**src/core/alitm_cfg.svh**
```systemverilog
`ifndef ALITM_CFG_SVH
`define ALITM_CFG_SVH
// Overview of operation
// - Plain sum adds operand into accumulator in one cycle; register/indirect 1 byte, else 2.
// - Sum-with-carry adds operand plus carry into accumulator in one cycle; register form 1 byte.
// - Sum-with-carry with direct source is two bytes, one machine cycle.
// - Minus-with-borrow immediate subtracts operand and borrow; two bytes, one cycle.
// - Minus-with-borrow direct is two bytes, one cycle; register and indirect one byte.
// - AND into accumulator is one cycle for all sources; immediate form two bytes.
// - AND immediate into direct byte is three bytes, two machine cycles.
// - AND accumulator into direct byte is two bytes, one cycle, written back there.
// - OR immediate into direct byte is three bytes, two machine cycles.
// - OR with bank register writes accumulator; one byte, one cycle.
// - XOR immediate into direct byte is three bytes, two machine cycles.
// - XOR accumulator into direct byte two bytes, one cycle; accumulator forms one cycle.
// - Left rotate through carry treats carry as ninth bit; both left rotates 1/1.
// - Right rotate through carry and plain right rotate each one byte, one cycle.
// - Nibble exchange is one byte, one machine cycle.
// - Nibble exchange swaps bits 3-0 with 7-4 and leaves flags alone.
// - Borrow sets carry from bit 7, half-borrow from bit 3, excess when 6 xor 7.
// - Read-modify-write of an output port reads its output latch, not the pins.

`define ALITM_CLK_NS 50
`define ALITM_MC_NS 600
// Least time, so round up to whole clocks
`define ALITM_MC_CLKS ((`ALITM_MC_NS + `ALITM_CLK_NS - 1) / `ALITM_CLK_NS)

`define ALITM_LEN_1 2'h1
`define ALITM_LEN_2 2'h2
`define ALITM_LEN_3 2'h3
`define ALITM_MC_1 3'h1
`define ALITM_MC_2 3'h2
`define ALITM_MC_4 3'h4

`define ALITM_LO_NIB 3:0
`define ALITM_HI_NIB 7:4
`define ALITM_LO7 6:0
`define ALITM_MSB 7
`define ALITM_BCD_MAX 4'h9
`define ALITM_ADJ_LO 8'h06
`define ALITM_ADJ_HI 8'h60
`define ALITM_RST_BYTE 8'h00
`define ALITM_RST_PTR 16'h0000
`endif

```
**src/core/alitm_pkg.sv**
```systemverilog
`default_nettype none
package alitm_pkg;
    typedef enum logic [4:0] {
        OP_SUM, OP_SUM_CARRY, OP_MINUS_BORROW, OP_BUMP_UP, OP_BUMP_DOWN, OP_PTR_UP,
        OP_PRODUCT, OP_QUOTIENT, OP_DECIMAL_ADJUST, OP_AND, OP_OR, OP_XOR,
        OP_ZERO_ACC, OP_INVERT_ACC, OP_ROT_L, OP_ROT_L_CARRY, OP_ROT_R, OP_ROT_R_CARRY,
        OP_NIBBLE_SWAP
    } alitm_op_e;
    typedef enum logic [2:0] {
        SRC_BANK, SRC_DIRECT, SRC_INDIRECT, SRC_IMMEDIATE, SRC_ACC
    } alitm_src_e;
    typedef enum logic [1:0] {
        TGT_ACC, TGT_BANK, TGT_INDIRECT, TGT_DIRECT
    } alitm_tgt_e;
endpackage : alitm_pkg
`default_nettype wire

```
**src/core/alitm_muldiv.sv**
```systemverilog
`timescale 1ns/1ps
`default_nettype none
module alitm_muldiv #(
    parameter int W = 8
) (
    input wire logic i_core_clk,
    input wire logic i_rst_b,
    input wire logic [W-1:0] i_a,
    input wire logic [W-1:0] i_b,
    output logic [W-1:0] o_prod_lo,
    output logic [W-1:0] o_prod_hi,
    output logic [W-1:0] o_quot,
    output logic [W-1:0] o_rem
);
    logic [2*W-1:0] prod_next;
    logic [W-1:0] quot_next;
    logic [W-1:0] rem_next;

    // Operands stay still for the whole multi-cycle op, so one register stage is enough
    always_comb begin
        prod_next = (2*W)'(i_a) * (2*W)'(i_b);
        if (i_b == '0) begin
            quot_next = '0;
            rem_next = '0;
        end else begin
            quot_next = i_a / i_b;
            rem_next = i_a % i_b;
        end
    end

    always_ff @(posedge i_core_clk or negedge i_rst_b) begin
        if (!i_rst_b) begin
            o_prod_lo <= '0;
            o_prod_hi <= '0;
            o_quot <= '0;
            o_rem <= '0;
        end else begin
            o_prod_lo <= prod_next[W-1:0];
            o_prod_hi <= prod_next[2*W-1:W];
            o_quot <= quot_next;
            o_rem <= rem_next;
        end
    end
endmodule : alitm_muldiv
`default_nettype wire

```
**src/core/alitm_exec.sv**
```systemverilog
`timescale 1ns/1ps
`default_nettype none
`include "alitm_cfg.svh"
module alitm_exec #(
    parameter int CLK_PER_MC = `ALITM_MC_CLKS
) (
    input wire logic i_core_clk,
    input wire logic i_rst_b,
    input wire logic i_start,
    input wire alitm_pkg::alitm_op_e i_op,
    input wire alitm_pkg::alitm_src_e i_src,
    input wire logic i_dst_direct,
    input wire logic [7:0] i_bank_data,
    input wire logic [7:0] i_ind_data,
    input wire logic [7:0] i_dir_data,
    input wire logic i_dir_is_port,
    input wire logic [7:0] i_port_latch,
    input wire logic [7:0] i_imm_data,
    input wire logic i_acc_wr,
    input wire logic [7:0] i_acc_wdata,
    input wire logic i_b_wr,
    input wire logic [7:0] i_b_wdata,
    input wire logic i_cy_wr,
    input wire logic i_cy_wdata,
    output logic o_busy,
    output logic o_done,
    output logic [1:0] o_len,
    output logic [2:0] o_mcycles,
    output logic [7:0] o_acc,
    output logic [7:0] o_b,
    output logic [15:0] o_data_pointer_pair,
    output logic o_cy,
    output logic o_half_borrow_flag,
    output logic o_signed_excess_flag,
    output logic o_wr_en,
    output alitm_pkg::alitm_tgt_e o_wr_tgt,
    output logic [7:0] o_wr_data
);
    typedef enum logic {ST_IDLE, ST_RUN} alitm_state_e;

    alitm_state_e state_reg, state_next;
    alitm_pkg::alitm_op_e op_reg, op_next;
    alitm_pkg::alitm_tgt_e tgt_reg, tgt_next;
    logic [7:0] cnt_reg, cnt_next;
    logic [7:0] x_reg, x_next;
    logic [7:0] opnd_reg, opnd_next;
    logic [7:0] acc_reg, acc_next;
    logic [7:0] b_reg, b_next;
    logic [15:0] dp_reg, dp_next;
    logic cy_reg, cy_next, hb_reg, hb_next, sx_reg, sx_next;
    logic [1:0] len_reg, len_next;
    logic [2:0] mc_reg, mc_next;
    logic done_reg, done_next, wr_en_reg, wr_en_next;
    logic [7:0] wr_data_reg, wr_data_next;
    logic [7:0] prod_lo, prod_hi, quot, rem;

    logic is_logic, rmw, commit;
    logic [7:0] dir_val, src_val, res;
    logic [8:0] s9, d9, t9;
    logic [4:0] h5;
    logic [7:0] l8;

    alitm_muldiv #(.W(8)) u_muldiv (
        .i_core_clk(i_core_clk),
        .i_rst_b(i_rst_b),
        .i_a(acc_reg),
        .i_b(b_reg),
        .o_prod_lo(prod_lo),
        .o_prod_hi(prod_hi),
        .o_quot(quot),
        .o_rem(rem)
    );

    ////////////////////////////////////////////////////////////////////////////////
    always_comb begin
        state_next = state_reg;
        op_next = op_reg;
        tgt_next = tgt_reg;
        cnt_next = cnt_reg;
        x_next = x_reg;
        opnd_next = opnd_reg;
        acc_next = acc_reg;
        b_next = b_reg;
        dp_next = dp_reg;
        cy_next = cy_reg;
        hb_next = hb_reg;
        sx_next = sx_reg;
        len_next = len_reg;
        mc_next = mc_reg;
        done_next = 1'b0;
        wr_en_next = 1'b0;
        wr_data_next = wr_data_reg;
        res = x_reg;
        s9 = '0;
        d9 = '0;
        t9 = '0;
        h5 = '0;
        l8 = '0;
        is_logic = (i_op == alitm_pkg::OP_AND) || (i_op == alitm_pkg::OP_OR) ||
                   (i_op == alitm_pkg::OP_XOR);
        rmw = i_dst_direct || (i_src == alitm_pkg::SRC_DIRECT &&
              (i_op == alitm_pkg::OP_BUMP_UP || i_op == alitm_pkg::OP_BUMP_DOWN));
        // Read-modify-write of a port takes the latch so pin loading cannot corrupt bits
        dir_val = (rmw && i_dir_is_port) ? i_port_latch : i_dir_data;
        case (i_src)
            alitm_pkg::SRC_BANK: src_val = i_bank_data;
            alitm_pkg::SRC_DIRECT: src_val = dir_val;
            alitm_pkg::SRC_INDIRECT: src_val = i_ind_data;
            alitm_pkg::SRC_IMMEDIATE: src_val = i_imm_data;
            default: src_val = acc_reg;
        endcase
        commit = (state_reg == ST_RUN) && (cnt_reg == 8'h01);

        case (state_reg)
            ST_IDLE: begin
                if (i_acc_wr) begin
                    acc_next = i_acc_wdata;
                end
                if (i_b_wr) begin
                    b_next = i_b_wdata;
                end
                if (i_cy_wr) begin
                    cy_next = i_cy_wdata;
                end
                if (i_start) begin
                    state_next = ST_RUN;
                    op_next = i_op;
                    tgt_next = alitm_pkg::TGT_ACC;
                    x_next = acc_reg;
                    opnd_next = src_val;
                    len_next = (i_src == alitm_pkg::SRC_DIRECT ||
                                i_src == alitm_pkg::SRC_IMMEDIATE) ?
                               `ALITM_LEN_2 : `ALITM_LEN_1;
                    mc_next = `ALITM_MC_1;
                    if (is_logic && i_dst_direct) begin
                        tgt_next = alitm_pkg::TGT_DIRECT;
                        x_next = dir_val;
                        if (i_src == alitm_pkg::SRC_IMMEDIATE) begin
                            len_next = `ALITM_LEN_3;
                            mc_next = `ALITM_MC_2;
                        end else begin
                            opnd_next = acc_reg;
                            len_next = `ALITM_LEN_2;
                        end
                    end else if (i_op == alitm_pkg::OP_BUMP_UP ||
                                 i_op == alitm_pkg::OP_BUMP_DOWN) begin
                        x_next = src_val;
                        case (i_src)
                            alitm_pkg::SRC_BANK: tgt_next = alitm_pkg::TGT_BANK;
                            alitm_pkg::SRC_DIRECT: tgt_next = alitm_pkg::TGT_DIRECT;
                            alitm_pkg::SRC_INDIRECT: tgt_next = alitm_pkg::TGT_INDIRECT;
                            default: tgt_next = alitm_pkg::TGT_ACC;
                        endcase
                    end else if (i_op == alitm_pkg::OP_PTR_UP) begin
                        len_next = `ALITM_LEN_1;
                        mc_next = `ALITM_MC_2;
                    end else if (i_op == alitm_pkg::OP_PRODUCT ||
                                 i_op == alitm_pkg::OP_QUOTIENT) begin
                        len_next = `ALITM_LEN_1;
                        mc_next = `ALITM_MC_4;
                    end else if (!(i_op == alitm_pkg::OP_SUM ||
                                   i_op == alitm_pkg::OP_SUM_CARRY ||
                                   i_op == alitm_pkg::OP_MINUS_BORROW || is_logic)) begin
                        len_next = `ALITM_LEN_1;
                    end
                    cnt_next = 8'(mc_next * CLK_PER_MC);
                end
            end
            ST_RUN: begin
                cnt_next = cnt_reg - 8'h01;
                if (commit) begin
                    state_next = ST_IDLE;
                    done_next = 1'b1;
                    case (op_reg)
                        alitm_pkg::OP_SUM, alitm_pkg::OP_SUM_CARRY: begin
                            l8 = {7'h00, (op_reg == alitm_pkg::OP_SUM_CARRY) & cy_reg};
                            s9 = 9'(x_reg) + 9'(opnd_reg) + 9'(l8);
                            h5 = 5'(x_reg[`ALITM_LO_NIB]) + 5'(opnd_reg[`ALITM_LO_NIB]) + 5'(l8);
                            t9 = 9'(x_reg[`ALITM_LO7]) + 9'(opnd_reg[`ALITM_LO7]) + 9'(l8);
                            res = s9[7:0];
                            cy_next = s9[8];
                            hb_next = h5[4];
                            sx_next = t9[`ALITM_MSB] ^ s9[8];
                        end
                        alitm_pkg::OP_MINUS_BORROW: begin
                            d9 = 9'(x_reg) - 9'(opnd_reg) - 9'(cy_reg);
                            h5 = 5'(x_reg[`ALITM_LO_NIB]) - 5'(opnd_reg[`ALITM_LO_NIB]) -
                                 5'(cy_reg);
                            t9 = 9'(x_reg[`ALITM_LO7]) - 9'(opnd_reg[`ALITM_LO7]) - 9'(cy_reg);
                            res = d9[7:0];
                            cy_next = d9[8];
                            hb_next = h5[4];
                            sx_next = t9[`ALITM_MSB] ^ d9[8];
                        end
                        alitm_pkg::OP_BUMP_UP: res = x_reg + 8'h01;
                        alitm_pkg::OP_BUMP_DOWN: res = x_reg - 8'h01;
                        alitm_pkg::OP_PTR_UP: dp_next = dp_reg + 16'h0001;
                        alitm_pkg::OP_PRODUCT: begin
                            res = prod_lo;
                            b_next = prod_hi;
                            cy_next = 1'b0;
                            sx_next = (prod_hi != 8'h00);
                        end
                        alitm_pkg::OP_QUOTIENT: begin
                            // Divide by zero leaves A and B as they were and flags overflow
                            res = (b_reg == 8'h00) ? x_reg : quot;
                            b_next = (b_reg == 8'h00) ? b_reg : rem;
                            cy_next = 1'b0;
                            sx_next = (b_reg == 8'h00);
                        end
                        alitm_pkg::OP_DECIMAL_ADJUST: begin
                            s9 = {cy_reg, x_reg};
                            if (x_reg[`ALITM_LO_NIB] > `ALITM_BCD_MAX || hb_reg) begin
                                s9 = s9 + 9'(`ALITM_ADJ_LO);
                            end
                            if (s9[`ALITM_HI_NIB] > `ALITM_BCD_MAX || s9[8]) begin
                                s9 = s9 + 9'(`ALITM_ADJ_HI);
                                s9[8] = 1'b1;
                            end
                            res = s9[7:0];
                            cy_next = s9[8] | cy_reg;
                        end
                        alitm_pkg::OP_AND: res = x_reg & opnd_reg;
                        alitm_pkg::OP_OR: res = x_reg | opnd_reg;
                        alitm_pkg::OP_XOR: res = x_reg ^ opnd_reg;
                        alitm_pkg::OP_ZERO_ACC: res = `ALITM_RST_BYTE;
                        alitm_pkg::OP_INVERT_ACC: res = ~x_reg;
                        alitm_pkg::OP_ROT_L: res = {x_reg[6:0], x_reg[`ALITM_MSB]};
                        alitm_pkg::OP_ROT_L_CARRY: begin
                            res = {x_reg[6:0], cy_reg};
                            cy_next = x_reg[`ALITM_MSB];
                        end
                        alitm_pkg::OP_ROT_R: res = {x_reg[0], x_reg[7:1]};
                        alitm_pkg::OP_ROT_R_CARRY: begin
                            res = {cy_reg, x_reg[7:1]};
                            cy_next = x_reg[0];
                        end
                        alitm_pkg::OP_NIBBLE_SWAP:
                            res = {x_reg[`ALITM_LO_NIB], x_reg[`ALITM_HI_NIB]};
                        default: res = x_reg;
                    endcase
                    if (op_reg != alitm_pkg::OP_PTR_UP) begin
                        if (tgt_reg == alitm_pkg::TGT_ACC) begin
                            acc_next = res;
                        end else begin
                            wr_en_next = 1'b1;
                            wr_data_next = res;
                        end
                    end
                end
            end
            default: state_next = ST_IDLE;
        endcase
    end

    always_ff @(posedge i_core_clk or negedge i_rst_b) begin
        if (!i_rst_b) begin
            state_reg <= ST_IDLE;
            op_reg <= alitm_pkg::OP_SUM;
            tgt_reg <= alitm_pkg::TGT_ACC;
            cnt_reg <= '0;
            x_reg <= `ALITM_RST_BYTE;
            opnd_reg <= `ALITM_RST_BYTE;
            acc_reg <= `ALITM_RST_BYTE;
            b_reg <= `ALITM_RST_BYTE;
            dp_reg <= `ALITM_RST_PTR;
            cy_reg <= 1'b0;
            hb_reg <= 1'b0;
            sx_reg <= 1'b0;
            len_reg <= `ALITM_LEN_1;
            mc_reg <= `ALITM_MC_1;
            done_reg <= 1'b0;
            wr_en_reg <= 1'b0;
            wr_data_reg <= `ALITM_RST_BYTE;
        end else begin
            state_reg <= state_next;
            op_reg <= op_next;
            tgt_reg <= tgt_next;
            cnt_reg <= cnt_next;
            x_reg <= x_next;
            opnd_reg <= opnd_next;
            acc_reg <= acc_next;
            b_reg <= b_next;
            dp_reg <= dp_next;
            cy_reg <= cy_next;
            hb_reg <= hb_next;
            sx_reg <= sx_next;
            len_reg <= len_next;
            mc_reg <= mc_next;
            done_reg <= done_next;
            wr_en_reg <= wr_en_next;
            wr_data_reg <= wr_data_next;
        end
    end

    assign o_busy = (state_reg == ST_RUN);
    assign o_done = done_reg;
    assign o_len = len_reg;
    assign o_mcycles = mc_reg;
    assign o_acc = acc_reg;
    assign o_b = b_reg;
    assign o_data_pointer_pair = dp_reg;
    assign o_cy = cy_reg;
    assign o_half_borrow_flag = hb_reg;
    assign o_signed_excess_flag = sx_reg;
    assign o_wr_en = wr_en_reg;
    assign o_wr_tgt = tgt_reg;
    assign o_wr_data = wr_data_reg;

    ////////////////////////////////////////////////////////////////////////////////
    logic [7:0] run_clks_reg;
    localparam int RMW_WAIT = int'(`ALITM_MC_2) * CLK_PER_MC;
    always_ff @(posedge i_core_clk or negedge i_rst_b) begin
        if (!i_rst_b) begin
            run_clks_reg <= '0;
        end else if (state_reg == ST_IDLE) begin
            run_clks_reg <= '0;
        end else begin
            run_clks_reg <= run_clks_reg + 8'h01;
        end
    end
endmodule : alitm_exec
`default_nettype wire

```
**config.mk**
```make
export PLATFORM = sky130hd
export DESIGN_NAME = alitm_exec
export DESIGN_NICKNAME = d
export VERILOG_FILES = /design/src/core/alitm_pkg.sv /design/src/core/alitm_muldiv.sv /design/src/core/alitm_exec.sv
export VERILOG_INCLUDE_DIRS = /design/src /design/src/core
export SDC_FILE = /design/constraint.sdc
export NUM_CORES = 1
export LEC_CHECK = 0
export BUFFER_PORTS_ARGS = -buffer_cell sky130_fd_sc_hd__buf_2
export CAP_MARGIN = 30
export CORE_MARGIN = 2
export CORE_UTILIZATION = 55
export CTS_CLUSTER_SIZE = 8
export DETAILED_ROUTE_END_ITERATION = 8
export PLACE_DENSITY = 0.82
export SYNTH_ARGS = -nofsm -noshare
export SYNTH_HDL_FRONTEND = slang
export SYNTH_SLANG_ARGS = --single-unit
export TNS_END_PERCENT = 100
```
**constraint.sdc**
```tcl
create_clock -name i_core_clk -period 25.1 [get_ports i_core_clk]
set_clock_uncertainty 0.15 [all_clocks]
set_input_delay 2.51 -clock i_core_clk [delete_from_list [all_inputs] [get_ports i_core_clk]]
set_output_delay 2.51 -clock i_core_clk [all_outputs]
set_load 0.02 [all_outputs]
```
==> results_dict.tcl <==
set metrics [dict create \
    num-fill-cells 1775 \
    worst_slew_pin_slew_ns 1.13 \
    ios 126 \
    required_ns 25.28 \
    cp_slowest_cell "or4b_2" \
    drtAntennaViolNets 0 \
    met2_usage_pct 55.8 \
    status "completed" \
    cp_top_family "compound AO/OA/AOI/OAI gates" \
    synthCells 1427 \
    layout_common_cells "124 x buf_2, 122 x nand2_1, 120 x nor2_1, 120 x ha_1, 119 x inv_1" \
    crit_start "o_b[0]" \
    crit_fanout 12 \
    cp-start-kind "register" \
    relSlewSlack_pct 24.2 \
    cts_buffers 17 \
    hold_class "reg2reg" \
    hpwl_mm 29.5 \
    synth-async-reset-ratio_pct 100 \
    cts_tree "built" \
    cts.sinks 114 \
    wl_per_cell_um 22.2 \
    slowest_delay_ns 0.68 \
    initial_core_util_pct 56.6 \
    vias 11900 \
    setup_viol 0 \
    antenna_found_initial 0 \
    post_cts_buffers 0 \
    via_per_inst 6.59 \
    rsz0062_at_grt "no" \
    clk_pin_slew_ns 0.07 \
    cap_violations 0 \
    grt_start_max_net_pins 62 \
    top_usage_layer "met2" \
    synth_edf_count 0 \
    core_area_sq_mm 0.0212 \
    firstDrtPassIters 8 \
    critical_path_cell_count 49 \
    worstSetupPathType "reg2reg" \
    dieHeight_um 151 \
    slew_violations 0 \
    rr_startpoint "o_b[0]" \
    reg2reg_depth 49 \
    drc 0 \
    ys_ff_latch 114 \
    wirelength_mm 40.0 \
    cp-endpoint "u_muldiv.o_rem[7]" \
    grt_use_total_pct 35.2 \
    area_delta_synth_final_pct 11.6 \
    drt_iter0_markers 1098 \
    synthFlopType "dfrtp_1" \
    crit_buf_inv 5 \
    met1_usage_pct 43.5 \
    ctsResizeCount 0 \
    rows 53 \
    critical_path_arrival_ns 12.61 \
    grt_pass1_vias 11300 \
    clock_latency_ns 0.44 \
    end_kind "register" \
    synth_cell_type_count 90 \
    root_buffer "clkbuf_16" \
    tns_ns 0 \
    synth_warnings 0 \
    die_x_um 151 \
    timing.fmax_mhz 80.4 \
    r2r_setup_slack_ns 12.67 \
    syn_area_per_cell_sq_um 8.38 \
    period_minus_slack_ns 12.43 \
    cts_hold_buf 0 \
    h-tree-depth 4 \
    crit_top_cell "ha_1" \
    cts_buffer_depth 2 \
    grt-ovfl-total 0 \
    synth_area_sq_mm 0.0120 \
    period_share_pct 49.5 \
    nets 1748 \
    largest_reg_flops 16 \
    timing.rr.end "u_muldiv.o_rem[7]" \
    met3_usage_pct 8.08 \
    portBuffers 125 \
    hold_viol_final 0 \
    seq_area_frac_synth_pct 23.9 \
    drive_gt1_share_pct 14.1 \
    grt_pass1_wl_mm 61.4 \
    syn_nets 1663 \
    place_congestion 1.02 \
    die_area_sq_mm 0.0229 \
    layout_commonest_cell "buf_2" \
]
-- worst min path at each step --
stage / startpoint / end / slack [ns] / cells past startpoint
2_1_floorplan: cnt_reg[7] / cnt_reg[7] / 0.30 / 1
3_3_place_gp: o_mcycles[0] / o_mcycles[0] / 0.30 / 2
3_5_place_dp: o_mcycles[0] / o_mcycles[0] / 0.30 / 2
4_1_cts: o_mcycles[0] / o_mcycles[0] / 0.31 / 2
5_1_grt: o_mcycles[0] / o_mcycles[0] / 0.33 / 2
6_report: o_mcycles[0] / o_mcycles[0] / 0.31 / 2
-- metal layers --
metal | vias up | routed length, um
met5 | - | 0
met4 | 0 | 2650
met3 | 169 | 3920
met2 | 669 | 18100
met1 | 5695 | 15300
li1 | 5337 | -
-- cell usage after synthesis (5+ instances only) --
master | instances | area share [%]
nand4_1 | 16 | 0.84
buf_2 | 8 | 0.33
fa_1 | 43 | 7.2
inv_1 | 119 | 3.7
nand3b_1 | 6 | 0.38
a31oi_1 | 12 | 0.63
o21a_1 | 12 | 0.75
or3_1 | 11 | 0.58
o311ai_0 | 5 | 0.37
and2_1 | 19 | 0.99
or2_2 | 5 | 0.26
and3_1 | 12 | 0.63
mux2_2 | 11 | 1.0
o221ai_1 | 32 | 2.3
a32oi_1 | 6 | 0.44
o21bai_1 | 5 | 0.31
clkbuf_1 | 60 | 1.9
nor2_1 | 120 | 3.8
o21ai_0 | 88 | 3.7
ha_1 | 120 | 13
xnor2_1 | 51 | 3.7
a22o_1 | 5 | 0.37
nor4_1 | 12 | 0.63
nor3b_1 | 11 | 0.69
and3b_1 | 5 | 0.37
nand2b_1 | 12 | 0.63
o31ai_1 | 6 | 0.38
nand2_1 | 122 | 3.8
mux2i_1 | 29 | 2.4
nor2b_1 | 18 | 0.94
a21o_1 | 14 | 0.88
nand3_1 | 55 | 2.3
o211ai_1 | 29 | 1.8
a211o_1 | 6 | 0.44
nor3_1 | 34 | 1.4
a211oi_1 | 15 | 0.94
a21oi_1 | 56 | 2.3
buf_1 | 6 | 0.19
o2111ai_1 | 12 | 0.88
dfrtp_1 | 112 | 23
a311oi_1 | 5 | 0.37
xor2_1 | 16 | 1.2
-- tightest hold or removal path: stages (launching register included) --
cell and delay [ns]:
dfstp_2 0.37, nand2_1 0.05, nand2_1 0.04
-- metrics by stage --
stage	cells	util, %	cell area [sq um]	setup WS [ns]	hold WS [ns]
2_1_floorplan	1427	-	12000	13.98	0.297
3_3_place_gp	1768	60.3	12800	13.54	0.298
3_5_place_dp	1768	60.3	12800	12.90	0.298
4_1_cts	1800	63.1	13400	12.84	0.309
5_1_grt	1800	63.1	13400	11.79	0.333
6_report	1801	63.1	13400	12.67	0.307
-- cell families (layout without fill, tap and decap cells) --
group	after synthesis	in the layout	share of synthesized area (%)
adders and majority gates	163	163	19.7
AOI/OAI and AO/OA	364	364	21.6
and+or+nand+nor	482	482	20.1
DFF	114	114	23.9
muxes	40	40	3.46
buffers and inverters	197	295	6.33
other	0	1	0
xor gates and xnor gates	67	67	4.90
-- layout make-up --
type                       count  area, sq um  area share (%)
multi-input combinational   1116         8360            62.6
sequential                   114         2860            21.4
timing repair buffer         141          748            5.60
inverter                     122          458            3.43
clock buffer                  17          425            3.19
tap                          275          344            2.58
clock inverter                15          161            1.21
antenna                        1         2.50          0.0187
Power is left out: the tool's default activity adds up to more than one toggle a clock period on the data nets, which glitch-free logic cannot reach.
